===== config.mk =====
export PLATFORM = sky130hd
export DESIGN_NAME = stereo_trigger_sync_disparity_out
export DESIGN_NICKNAME = d
export VERILOG_FILES = /design/src/stereo_pkg.sv /design/src/stereo_trigger_sync_disparity_out.sv
export VERILOG_INCLUDE_DIRS = /design/src /design/src/src
export SDC_FILE = /design/constraint.sdc
export NUM_CORES = 2
export LEC_CHECK = 0
export BUFFER_PORTS_ARGS = -buffer_cell sky130_fd_sc_hd__buf_2
export CORE_ASPECT_RATIO = 1.2
export CORE_MARGIN = 2
export CORE_UTILIZATION = 25
export DETAILED_ROUTE_END_ITERATION = 8
export GPL_TIMING_DRIVEN = 1
export PLACE_DENSITY = 0.49
export SLEW_MARGIN = 5
export SYNTH_ARGS = -nofsm -noshare
export SYNTH_HDL_FRONTEND = slang
export SYNTH_SLANG_ARGS = --single-unit

===== constraint.sdc =====
create_clock -name clk -period 3.56 [get_ports clk]
set_input_delay 0.89 -clock clk [delete_from_list [all_inputs] [get_ports clk]]
set_output_delay 0.89 -clock clk [all_outputs]
set_load 0.01 [all_outputs]

===== src/stereo_sync_map.svh =====
// Register offsets, field positions, reset values and timing counts
`ifndef STEREO_SYNC_MAP_SVH
`define STEREO_SYNC_MAP_SVH

// ==========================================================
// Register byte offsets
`define REG_CTRL        8'h00
`define REG_PERIOD      8'h04
`define REG_WIDTH       8'h08
`define REG_TIME        8'h0c
`define REG_SEQ         8'h10
`define REG_REPLAY_LEN  8'h14
`define REG_STATUS      8'h18
`define REG_MATRIX      8'h40
`define REG_MATRIX_END  8'h7c

// ==========================================================
// Control field positions
`define CTRL_TRIG_EN_LO 0
`define CTRL_SYNC_SEL   2
`define CTRL_SOURCE_LO  4

// ==========================================================
// Reset values
`define RST_TRIG_EN     2'h3
`define RST_PERIOD      32'h0032_dcd5
`define RST_WIDTH       32'h0000_03e8
`define RST_REPLAY_LEN  16'h0010

// ==========================================================
// Timing and stream format
`define US_NS           1000
`define CLK_NS          10
`define US_CYCLES       (`US_NS / `CLK_NS)
`define DISP_INVALID    12'hfff
`define DISP_FRAC_BITS  4
`define MATRIX_WORDS    16

`endif


===== src/stereo_pkg.sv =====
// Types shared by the trigger, sync and disparity output logic
package stereo_pkg;

	typedef enum logic [2:0] {
		ST_IDLE, ST_TIME, ST_SEQ, ST_MATRIX, ST_FIRST, ST_PIXEL
	} phase_t;

	typedef enum logic [1:0] {
		SRC_CAMERA, SRC_REPLAY, SRC_NETWORK, SRC_SPARE
	} source_t;

	typedef enum logic [1:0] {
		KIND_TIME, KIND_SEQ, KIND_MATRIX, KIND_PIXEL
	} kind_t;

	typedef struct packed {
		logic        sof;
		logic        eof;
		logic        invalid;
		logic [7:0]  left;
		logic [11:0] disp;
	} pixel_in_t;

	typedef struct packed {
		kind_t       kind;
		logic        last;
		logic [31:0] data;
	} word_t;

	typedef struct packed {
		phase_t            phase;
		logic [1:0]        trig_en;
		logic              sync_sel;
		source_t           source;
		logic [31:0]       period;
		logic [31:0]       width;
		logic [31:0]       tick;
		logic [1:0]        trig;
		logic [1:0]        trig_oe;
		logic              sync_meta;
		logic              sync_lvl;
		logic              sync_prev;
		logic [6:0]        presc;
		logic [31:0]       time_us;
		logic [31:0]       frame_time;
		logic [31:0]       frame_seq;
		logic [31:0]       seq;
		logic [15:0]       replay_len;
		logic [15:0]       replay_idx;
		logic [15:0][31:0] matrix;
		logic [3:0]        mat_idx;
		pixel_in_t         held;
		word_t             out_w;
		logic              out_v;
		word_t             skid_w;
		logic              skid_v;
		logic              in_ready;
		logic [31:0]       rdata;
	} state_t;

endpackage


===== src/stereo_trigger_sync_disparity_out.sv =====
// Camera triggers, timestamp sync and disparity result stream framing
//
// Summary of operation
// - Two camera trigger outputs, each with its own enable, sharing one period and width.
// - Triggers are active high; idle level is low.
// - Pulse width and period come from software registers.
// - Sync select turns trigger 1 pin into an input, trigger 1 off.
// - In sync mode each rising sync edge clears the timestamp to zero.
// - Replay source loops the stored sequence index forever, wrapping.
// - Stereo output carries the rectified left pixel with each disparity.
// - Disparity is the horizontal offset seen from the left camera.
// - Disparity is 12 bits, low 4 bits fraction; divide by 16.
// - Rejected disparities are sent as all ones, 0xfff.
// - Every map is preceded by the reprojection matrix words.
// - Each frame carries a timestamp and a sequence: microsecond receive time and own count, or host stamps for network source.
// - Timestamp starts at zero after reset without any sync.
`timescale 1ns/1ps
`include "stereo_sync_map.svh"

module stereo_trigger_sync_disparity_out
(
	// Clock, reset, enable
	input  wire logic                 clk,
	input  wire logic                 rst_n,
	input  wire logic                 ce,
	// Register port
	input  wire logic [7:0]           addr,
	input  wire logic [31:0]          wdata,
	input  wire logic                 wr,
	input  wire logic                 rd,
	output logic [31:0]               rdata,
	// Trigger pins, pin 1 is two-way
	output logic [1:0]                trig_o,
	output logic [1:0]                trig_oe,
	input  wire logic                 trig1_i,
	// Incoming matched pixels
	input  wire stereo_pkg::pixel_in_t in_pix,
	input  wire logic                 in_valid,
	output logic                      in_ready,
	// Host supplied stamps for network images
	input  wire logic [31:0]          net_time,
	input  wire logic [31:0]          net_seq,
	// Result stream
	output stereo_pkg::word_t         out_word,
	output logic                      out_valid,
	input  wire logic                 out_ready,
	// Replay position
	output logic [15:0]               replay_idx
);

	stereo_pkg::state_t s;
	stereo_pkg::state_t next_s;
	logic [1:0]         pulse_on;
	logic               tick_wrap;
	logic               sync_edge;
	logic               us_wrap;
	logic               push;
	stereo_pkg::word_t  push_w;
	logic               frame_end;
	logic [7:0]         waddr;
	logic [3:0]         mat_sel;

	// ==========================================================
	// Trigger pulse shaping
	// Period and width apply at once, so a write may cut one pulse
	assign tick_wrap = (s.tick >= s.period - 32'h1);

	genvar gi;
	generate
		for (gi = 0; gi < 2; gi++)
		begin : g_trig
			// Width below period keeps both edges inside every period
			assign pulse_on[gi] = s.trig_en[gi]
				&& (s.tick < s.width) && (s.width != 32'h0);
		end
	endgenerate

	assign sync_edge = s.sync_sel && s.sync_lvl && !s.sync_prev;
	// Prescaler divides the clock down to one microsecond
	assign us_wrap   = (s.presc == 7'(`US_CYCLES - 1));
	assign mat_sel   = 4'(addr[5:2]);

	// ==========================================================
	// Next state
	always_comb
	begin
		next_s    = s;
		push      = 1'b0;
		push_w    = '0;
		frame_end = 1'b0;
		waddr     = addr;

		// Shared period counter
		next_s.tick = tick_wrap ? 32'h0 : s.tick + 32'h1;
		next_s.trig = pulse_on;
		next_s.trig_oe = 2'h3;
		if (s.sync_sel)
		begin
			next_s.trig[1]    = 1'b0;
			next_s.trig_oe[1] = 1'b0;
		end

		// Sync synchroniser and timestamp
		// Pin is asynchronous: two flops before anything reads it
		next_s.sync_meta = trig1_i;
		next_s.sync_lvl  = s.sync_meta;
		next_s.sync_prev = s.sync_lvl;
		next_s.presc     = us_wrap ? 7'h0 : s.presc + 7'h1;
		if (us_wrap)
			next_s.time_us = s.time_us + 32'h1;
		if (sync_edge)
		begin
			next_s.time_us = 32'h0;
			next_s.presc   = 7'h0;
		end

		// Result stream framing
		case (s.phase)
			stereo_pkg::ST_IDLE:
			begin
				// Non-sof words in idle are dropped until a frame starts
				if (in_valid && s.in_ready && in_pix.sof)
				begin
					next_s.held  = in_pix;
					next_s.phase = stereo_pkg::ST_TIME;
					if (s.source == stereo_pkg::SRC_NETWORK)
					begin
						next_s.frame_time = net_time;
						next_s.frame_seq  = net_seq;
					end
					else
					begin
						next_s.frame_time = s.time_us;
						next_s.frame_seq  = s.seq;
					end
				end
			end
			stereo_pkg::ST_TIME:
			begin
				push        = !s.skid_v;
				push_w.kind = stereo_pkg::KIND_TIME;
				push_w.data = s.frame_time;
				if (push)
					next_s.phase = stereo_pkg::ST_SEQ;
			end
			stereo_pkg::ST_SEQ:
			begin
				push        = !s.skid_v;
				push_w.kind = stereo_pkg::KIND_SEQ;
				push_w.data = s.frame_seq;
				if (push)
				begin
					next_s.phase   = stereo_pkg::ST_MATRIX;
					next_s.mat_idx = 4'h0;
				end
			end
			stereo_pkg::ST_MATRIX:
			begin
				push        = !s.skid_v;
				push_w.kind = stereo_pkg::KIND_MATRIX;
				push_w.data = s.matrix[s.mat_idx];
				if (push)
				begin
					next_s.mat_idx = s.mat_idx + 4'h1;
					if (s.mat_idx == 4'(`MATRIX_WORDS - 1))
						next_s.phase = stereo_pkg::ST_FIRST;
				end
			end
			stereo_pkg::ST_FIRST:
			begin
				push        = !s.skid_v;
				push_w.kind = stereo_pkg::KIND_PIXEL;
				push_w.last = s.held.eof;
				push_w.data = {12'h000, s.held.left,
					s.held.invalid ? `DISP_INVALID : s.held.disp};
				if (push)
				begin
					next_s.phase = s.held.eof ? stereo_pkg::ST_IDLE
						: stereo_pkg::ST_PIXEL;
					frame_end    = s.held.eof;
				end
			end
			stereo_pkg::ST_PIXEL:
			begin
				push        = in_valid && s.in_ready;
				push_w.kind = stereo_pkg::KIND_PIXEL;
				push_w.last = in_pix.eof;
				// Raw 12-bit value passes untouched unless invalid, fraction in low bits
				push_w.data = {12'h000, in_pix.left,
					in_pix.invalid ? `DISP_INVALID : in_pix.disp};
				if (push && in_pix.eof)
				begin
					next_s.phase = stereo_pkg::ST_IDLE;
					frame_end    = 1'b1;
				end
			end
			default:
			begin
				next_s.phase   = stereo_pkg::ST_IDLE;
				next_s.mat_idx = 4'h0;
			end
		endcase

		if (frame_end)
		begin
			next_s.seq = s.seq + 32'h1;
			if (s.source == stereo_pkg::SRC_REPLAY)
				next_s.replay_idx = (s.replay_idx + 16'h1 >= s.replay_len)
					? 16'h0 : s.replay_idx + 16'h1;
		end

		// Two-entry buffer: output register plus skid register
		// Skid slot fills only while the output register is still held
		if (s.out_v && out_ready)
		begin
			next_s.out_v  = s.skid_v;
			next_s.out_w  = s.skid_w;
			next_s.skid_v = 1'b0;
		end
		if (push)
		begin
			if (!next_s.out_v)
			begin
				next_s.out_v = 1'b1;
				next_s.out_w = push_w;
			end
			else
			begin
				next_s.skid_v = 1'b1;
				next_s.skid_w = push_w;
			end
		end
		// Ready only with a free skid slot, so a stall never drops a word
		next_s.in_ready = !next_s.skid_v
			&& (next_s.phase == stereo_pkg::ST_IDLE
			|| next_s.phase == stereo_pkg::ST_PIXEL);

		// Register writes
		if (wr)
		begin
			case (waddr)
				`REG_CTRL:
				begin
					next_s.trig_en  = wdata[`CTRL_TRIG_EN_LO +: 2];
					next_s.sync_sel = wdata[`CTRL_SYNC_SEL];
					next_s.source   =
						stereo_pkg::source_t'(wdata[`CTRL_SOURCE_LO +: 2]);
				end
				`REG_TIME, `REG_SEQ, `REG_STATUS:
				begin
					// Read only, a write here is dropped
				end
				`REG_PERIOD: next_s.period = wdata;
				`REG_WIDTH: next_s.width = wdata;
				`REG_REPLAY_LEN:
				begin
					next_s.replay_len = wdata[15:0];
					next_s.replay_idx = 16'h0;
				end
				default:
				begin
					if (waddr >= `REG_MATRIX && waddr <= `REG_MATRIX_END)
						next_s.matrix[mat_sel] = wdata;
				end
			endcase
		end

		// Register reads, data stand one cycle later
		next_s.rdata = 32'h0;
		if (rd)
		begin
			case (addr)
				`REG_CTRL:
					next_s.rdata = {26'h0, s.source, 1'b0, s.sync_sel,
						s.trig_en};
				`REG_PERIOD: next_s.rdata = s.period;
				`REG_WIDTH: next_s.rdata = s.width;
				`REG_TIME: next_s.rdata = s.time_us;
				`REG_SEQ: next_s.rdata = s.seq;
				`REG_REPLAY_LEN: next_s.rdata = {16'h0, s.replay_len};
				`REG_STATUS:
					next_s.rdata = {s.replay_idx, 8'h0, s.out_v, s.skid_v,
						s.sync_lvl, 2'h0, 3'(s.phase)};
				default:
				begin
					if (addr >= `REG_MATRIX && addr <= `REG_MATRIX_END)
						next_s.rdata = s.matrix[mat_sel];
				end
			endcase
		end
	end

	// ==========================================================
	// State register
	always_ff @(posedge clk)
	begin
		if (!rst_n)
		begin
			s            <= '0;
			s.phase      <= stereo_pkg::ST_IDLE;
			s.source     <= stereo_pkg::SRC_CAMERA;
			s.trig_en    <= `RST_TRIG_EN;
			s.period     <= `RST_PERIOD;
			s.width      <= `RST_WIDTH;
			s.replay_len <= `RST_REPLAY_LEN;
			s.time_us    <= 32'h0;
			s.seq        <= 32'h0;
			s.presc      <= 7'h0;
			// Sync flops low match the idle pin, so no false edge
			s.sync_meta  <= 1'b0;
			s.sync_lvl   <= 1'b0;
			s.sync_prev  <= 1'b0;
			s.sync_sel   <= 1'b0;
			// Pins stay released and low until the first enabled cycle
			s.trig       <= 2'h0;
			s.trig_oe    <= 2'h0;
			s.out_v      <= 1'b0;
			s.skid_v     <= 1'b0;
			s.in_ready   <= 1'b0;
			s.replay_idx <= 16'h0;
			s.rdata      <= 32'h0;
		end
		else if (ce)
		begin
			s <= next_s;
		end
	end

	// ==========================================================
	// Outputs
	assign rdata      = s.rdata;
	assign trig_o     = s.trig;
	assign trig_oe    = s.trig_oe;
	assign in_ready   = s.in_ready;
	assign out_word   = s.out_w;
	assign out_valid  = s.out_v;
	assign replay_idx = s.replay_idx;

endmodule


==> impl_results.html <==
<table>
<tr><th>Metric</th><th>Value</th></tr>
<tr><th colspan="2">CTS</th></tr>
<tr><td>Clock tree from TritonCTS</td><td>done</td></tr>
<tr><td>Later-pin clock latency in the skew report</td><td>roughly 750 ps</td></tr>
<tr><td>Clock slew at the register clock pins of the worst setup and hold paths</td><td>~60 ps</td></tr>
<tr><td>Total CTS buffers</td><td>95</td></tr>
<tr><td>CTS Sinks</td><td>slightly above 900</td></tr>
<tr><td>H-tree levels</td><td>3</td></tr>
<tr><td>Total of hold buffers inserted after clock tree synthesis</td><td>0</td></tr>
<tr><td>Number of buffers on the longest clock path</td><td>3</td></tr>
<tr><td>Clock tree root driver cell</td><td>sky130_fd_sc_hd__clkbuf_16</td></tr>
<tr><th colspan="2">Global route</th></tr>
<tr><td>Initial antenna violation count</td><td>25</td></tr>
<tr><td>Vias in the first global route</td><td>approximately 41,000</td></tr>
<tr><td>GRT Overall Usage</td><td>21.4%</td></tr>
<tr><td>Wire length of the first global-routing pass</td><td>302,000 um</td></tr>
<tr><td>Maximum number of pins on one net before global-route repair</td><td>between 150 and 200</td></tr>
<tr><td>Total congestion overflow</td><td>0</td></tr>
<tr><th colspan="2">Setup path</th></tr>
<tr><td>Critical-path maximum fanout</td><td>8</td></tr>
<tr><td>Element type at the critical path end</td><td>flip-flop</td></tr>
<tr><td>Critical path launch point</td><td>s[882]$_SDFFE_PN1P_</td></tr>
<tr><td>Worst path arrival time</td><td>4050 ps</td></tr>
<tr><td>Required time worst endpoint</td><td>between 4000 and 5000 ps</td></tr>
<tr><td>Startpoint type of the worst setup path</td><td>flip-flop</td></tr>
<tr><td>Reg-to-Reg Start</td><td>s[882]$_SDFFE_PN1P_</td></tr>
<tr><td>Critical path type</td><td>reg2reg</td></tr>
<tr><th colspan="2">Layout</th></tr>
<tr><td>Finished Layout Cells</td><td>roughly 8,000</td></tr>
<tr><td>Final design instance area without fill</td><td>55,700 um2</td></tr>
<tr><td>Most common library cell in the layout ignoring fill and taps</td><td>sky130_fd_sc_hd__nand2_1</td></tr>
<tr><td>Fin nets</td><td>about 5,700</td></tr>
<tr><td>Commonest cells after routing, fill and taps aside</td><td>sky130_fd_sc_hd__nand2_1, sky130_fd_sc_hd__dfxtp_1, sky130_fd_sc_hd__a21oi_1, sky130_fd_sc_hd__mux4_2, sky130_fd_sc_hd__nor2_1</td></tr>
<tr><td>Total of fill cells in the finished design</td><td>approximately 20,000</td></tr>
<tr><td>Proportion of layout cells with a drive suffix above 1</td><td>19.7%</td></tr>
<tr><td>Layout-stage area growth over the synthesis result</td><td>17.8%</td></tr>
<tr><th colspan="2">Placed design</th></tr>
<tr><td>Instance area at placement</td><td>roughly 52,000 um2</td></tr>
<tr><td>Port Buf Inserts</td><td>roughly 220</td></tr>
<tr><td>Number of cells in the design after placement</td><td>between 7,000 and 8,000</td></tr>
<tr><td>Half-perimeter wire length after placement</td><td>approximately 150,000 um</td></tr>
<tr><td>Final weighted congestion of routability-driven global placement</td><td>between 0.9 and 1</td></tr>
<tr><th colspan="2">Pwr</th></tr>
<tr><td>Sw Pwr</td><td>approximately 5.8 mW</td></tr>
<tr><td>Static leakage</td><td>18.3 nW</td></tr>
<tr><td>Switching Fraction</td><td>between 20 and 30%</td></tr>
<tr><td>Int Pwr</td><td>17.2 mW</td></tr>
<tr><td>VDD IR max</td><td>about 0.00037 V</td></tr>
<tr><td>Clock network fraction of total power</td><td>approximately half</td></tr>
<tr><td>Reg power frac</td><td>45.5%</td></tr>
<tr><td>Comb power frac</td><td>6.1%</td></tr>
<tr><td>Pwr/cell area</td><td>between 400 and 500 nW/um2</td></tr>
<tr><th colspan="2">STA</th></tr>
<tr><td>Worst Tran Pin Value</td><td>around 970 ps</td></tr>
<tr><td>Final clock period utilization by the worst path</td><td>96.9%</td></tr>
<tr><td>Hold_ws</td><td>approximately 400 ps</td></tr>
<tr><td>Maximum clock frequency</td><td>between 200 and 300 MHz</td></tr>
<tr><td>Count of pins over their slew limit</td><td>0</td></tr>
<tr><td>Setup tns final</td><td>0 ps</td></tr>
<tr><td>Clock tree skew after final layout</td><td>51.5 ps</td></tr>
<tr><td>Hold violation count in the final report</td><td>0</td></tr>
<tr><td>RSZ-0062 raised after global routing</td><td>true</td></tr>
<tr><td>Minimum period implied by the final worst setup slack</td><td>3450 ps</td></tr>
<tr><td>Relative max-transition margin</td><td>approximately a third</td></tr>
<tr><td>Final count of negative-setup-slack endpoints</td><td>0</td></tr>
<tr><th colspan="2">Routing</th></tr>
<tr><td>Pre-antenna DRT Iters</td><td>6</td></tr>
<tr><td>Antenna-violating nets left</td><td>0</td></tr>
<tr><td>Number of vias after detailed routing</td><td>~43,000</td></tr>
<tr><td>Aggregate routed wire length</td><td>214,000 um</td></tr>
<tr><td>Drc violations</td><td>0</td></tr>
<tr><td>Met1 WL</td><td>between 80,000 and 90,000 um</td></tr>
<tr><td>Detail-routed via count per cell</td><td>5.34</td></tr>
<tr><td>Avg WL per Cell</td><td>26.5 um</td></tr>
<tr><td>Max Used Layer</td><td>met5</td></tr>
<tr><td>Detail Route met2 WL</td><td>approximately 100,000 um</td></tr>
<tr><td>Amount of wire on met3 after detailed routing</td><td>18,700 um</td></tr>
<tr><td>Iter 0 DRT Violations</td><td>between 4,000 and 5,000</td></tr>
<tr><th colspan="2">Status</th></tr>
<tr><td>Outcome</td><td>completed</td></tr>
<tr><th colspan="2">Synthesis</th></tr>
<tr><td>Number of unique standard cell types used by synthesis</td><td>about 80</td></tr>
<tr><td>Number of instances in the synthesized netlist</td><td>5,475</td></tr>
<tr><td>Post-Syn Area</td><td>approximately 47,000 um2</td></tr>
<tr><td>Syn Nets</td><td>approximately 5,700</td></tr>
<tr><td>Sequential fraction of the synthesis area</td><td>between 30% and 40%</td></tr>
<tr><td>Number of flip-flops and latches in the synthesized netlist</td><td>about 920</td></tr>
<tr><td>Count of flip-flops with a built-in enable after synthesis</td><td>0</td></tr>
<tr><td>Avg Synthesized Cell Area</td><td>8.65 um2</td></tr>
<tr><td>Share of synthesized flip-flops with an asynchronous set or reset</td><td>0%</td></tr>
<tr><td>Primary flip-flop cell chosen by synthesis mapping</td><td>sky130_fd_sc_hd__dfxtp_1</td></tr>
<tr><td>Yosys warning total</td><td>0</td></tr>
<tr><th colspan="2">Floorplan</th></tr>
<tr><td>Number of cell rows</td><td>roughly 170</td></tr>
<tr><td>Starting density of the core</td><td>roughly 25%</td></tr>
<tr><td>Number of placed I/O pins</td><td>around 220</td></tr>
<tr><td>Die span in x</td><td>401 um</td></tr>
<tr><td>Area of the die</td><td>193,000 um2</td></tr>
<tr><td>Die Y-Extent</td><td>481 um</td></tr>
<tr><td>Core Box Area</td><td>roughly 190,000 um2</td></tr>
<tr><th colspan="2">Job</th></tr>
<tr><td>Max-cap check violation count</td><td>0</td></tr>
<tr><th colspan="2">Hold path</th></tr>
<tr><td>Hold wc startpoint</td><td>in_pix[16]</td></tr>
<tr><td>Worst hold path type</td><td>in2reg</td></tr>
</table>
## final timing paths
path | cells after the start | slack (ps) | to
setup / recovery | 15 | 110 | s[846]$_SDFFE_PN0P_
hold / removal | 3 | 400 | s[121]$_SDFFE_PN0P_
setup reg to reg | 15 | 110 | s[846]$_SDFFE_PN0P_
hold reg to reg | 2 | 460 | s[124]$_SDFFE_PN0P_
## cell families after synthesis
group	count (synthesis)	share of synthesized area (%)
AO/OA/AOI/OAI	1207	15.0
XOR/XNOR	126	2.33
adder cells (fa/ha/maj)	86	2.27
buffers and inverters	667	6.11
flip-flops	921	38.9
multiplexers	458	17.4
AND/OR/NAND/NOR	2010	17.9
## Yosys cell counts (4+ instances only)
master	instances	area, um2
sky130_fd_sc_hd__o31ai_1	6	45.0
sky130_fd_sc_hd__a221oi_1	11	96.3
sky130_fd_sc_hd__or3_1	16	100
sky130_fd_sc_hd__and4_1	10	87.6
sky130_fd_sc_hd__buf_4	89	668
sky130_fd_sc_hd__nand4_1	48	300
sky130_fd_sc_hd__a21oi_1	713	3570
sky130_fd_sc_hd__buf_1	45	169
sky130_fd_sc_hd__o211ai_1	9	67.6
sky130_fd_sc_hd__and3_1	18	113
sky130_fd_sc_hd__xnor2_1	79	692
sky130_fd_sc_hd__mux2_2	34	383
sky130_fd_sc_hd__a221o_1	13	130
sky130_fd_sc_hd__ha_1	86	1080
sky130_fd_sc_hd__xor2_1	47	412
sky130_fd_sc_hd__a21o_1	16	120
sky130_fd_sc_hd__nor4_1	41	257
sky130_fd_sc_hd__a21boi_0	4	30.0
sky130_fd_sc_hd__o21ai_0	107	536
sky130_fd_sc_hd__mux4_2	289	6510
sky130_fd_sc_hd__o22ai_1	53	332
sky130_fd_sc_hd__mux2i_1	135	1350
sky130_fd_sc_hd__a31oi_1	5	31.3
sky130_fd_sc_hd__nor2_1	249	935
sky130_fd_sc_hd__or2_2	7	43.8
sky130_fd_sc_hd__o221ai_1	50	438
sky130_fd_sc_hd__nor3_1	78	390
sky130_fd_sc_hd__a211oi_1	89	668
sky130_fd_sc_hd__and2_1	21	131
sky130_fd_sc_hd__clkbuf_1	394	1480
sky130_fd_sc_hd__dfxtp_1	921	18400
sky130_fd_sc_hd__nand3b_1	6	45.0
sky130_fd_sc_hd__nand2b_1	20	125
sky130_fd_sc_hd__or4_1	9	67.6
sky130_fd_sc_hd__nor3b_1	5	37.5
sky130_fd_sc_hd__buf_2	45	225
sky130_fd_sc_hd__o21a_1	6	45.0
sky130_fd_sc_hd__inv_1	92	345
sky130_fd_sc_hd__nor2b_1	22	138
sky130_fd_sc_hd__nand3_1	69	345
sky130_fd_sc_hd__a22oi_1	75	563
sky130_fd_sc_hd__nand2_1	1371	5150
sky130_fd_sc_hd__a22o_1	11	96.3
## worst max-delay path, cell delays in order, from the launching register on
cell and delay, ps:
sky130_fd_sc_hd__dfxtp_2 320, sky130_fd_sc_hd__inv_2 80, sky130_fd_sc_hd__ha_4 140, sky130_fd_sc_hd__nor4b_4 250
sky130_fd_sc_hd__nand3_2 170, sky130_fd_sc_hd__nor3_4 260, sky130_fd_sc_hd__nand3_2 150, sky130_fd_sc_hd__nor4_4 290
sky130_fd_sc_hd__xnor2_1 110, sky130_fd_sc_hd__ha_1 300, sky130_fd_sc_hd__nand4_1 90, sky130_fd_sc_hd__or3_4 430
sky130_fd_sc_hd__nor4_4 140, sky130_fd_sc_hd__a32o_2 350, sky130_fd_sc_hd__clkbuf_16 200, sky130_fd_sc_hd__nor3_1 50
## metal layers
layer	vias up	global-route usage (%)
met5	-	0
met4	32	9.69
met3	437	4.67
met2	1944	35.4
met1	21267	26.6
li1	19327	-
## power by group through the flow
stage / sequential [mW] / clock (mW) / combinational (mW)
floorplan: 10.7 / 0 / 0.827
global placement: 10.7 / 0 / 1.38
detailed placement: 10.7 / 0 / 1.38
CTS: 10.5 / 11.3 / 1.39
global route: 10.5 / 11.6 / 1.48
finish: 10.5 / 11.1 / 1.40
## layout make-up
| cell class | instances | area, um2 | area share [%] |
|---|---|---|---|
| clock buffer | 125 | 2690 | 4.83 |
| antenna | 5 | 12.5 | 0.0224 |
| sequential | 921 | 18500 | 33.1 |
| inverter | 94 | 360 | 0.646 |
| clock inverter | 52 | 739 | 1.33 |
| multi-input combinational | 3887 | 26400 | 47.3 |
| timing repair buffer | 511 | 4030 | 7.22 |
| tap | 2464 | 3080 | 5.53 |
## through the flow
| step | worst slack [ps] | util (%) | power, mW |
|---|---|---|---|
| after floorplan | 72.8 | - | 11.5 |
| after global placement | -67.3 | 27.7 | 12.1 |
| after detailed placement | -124 | 27.7 | 12.1 |
| after CTS | 23.3 | 29.6 | 23.2 |
| after global routing | -111 | 29.7 | 23.6 |
| final | 110 | 29.7 | 23.0 |
## repair_timing
action | in CTS | in global routing
pin swaps | 1 | 14
gates cloned | 0 | 4
gates resized for setup | 3 | 33
buffers inserted | 0 | 4
endpoints found under the setup margin | 32 | 46
(Power assumes the default switching activity.)
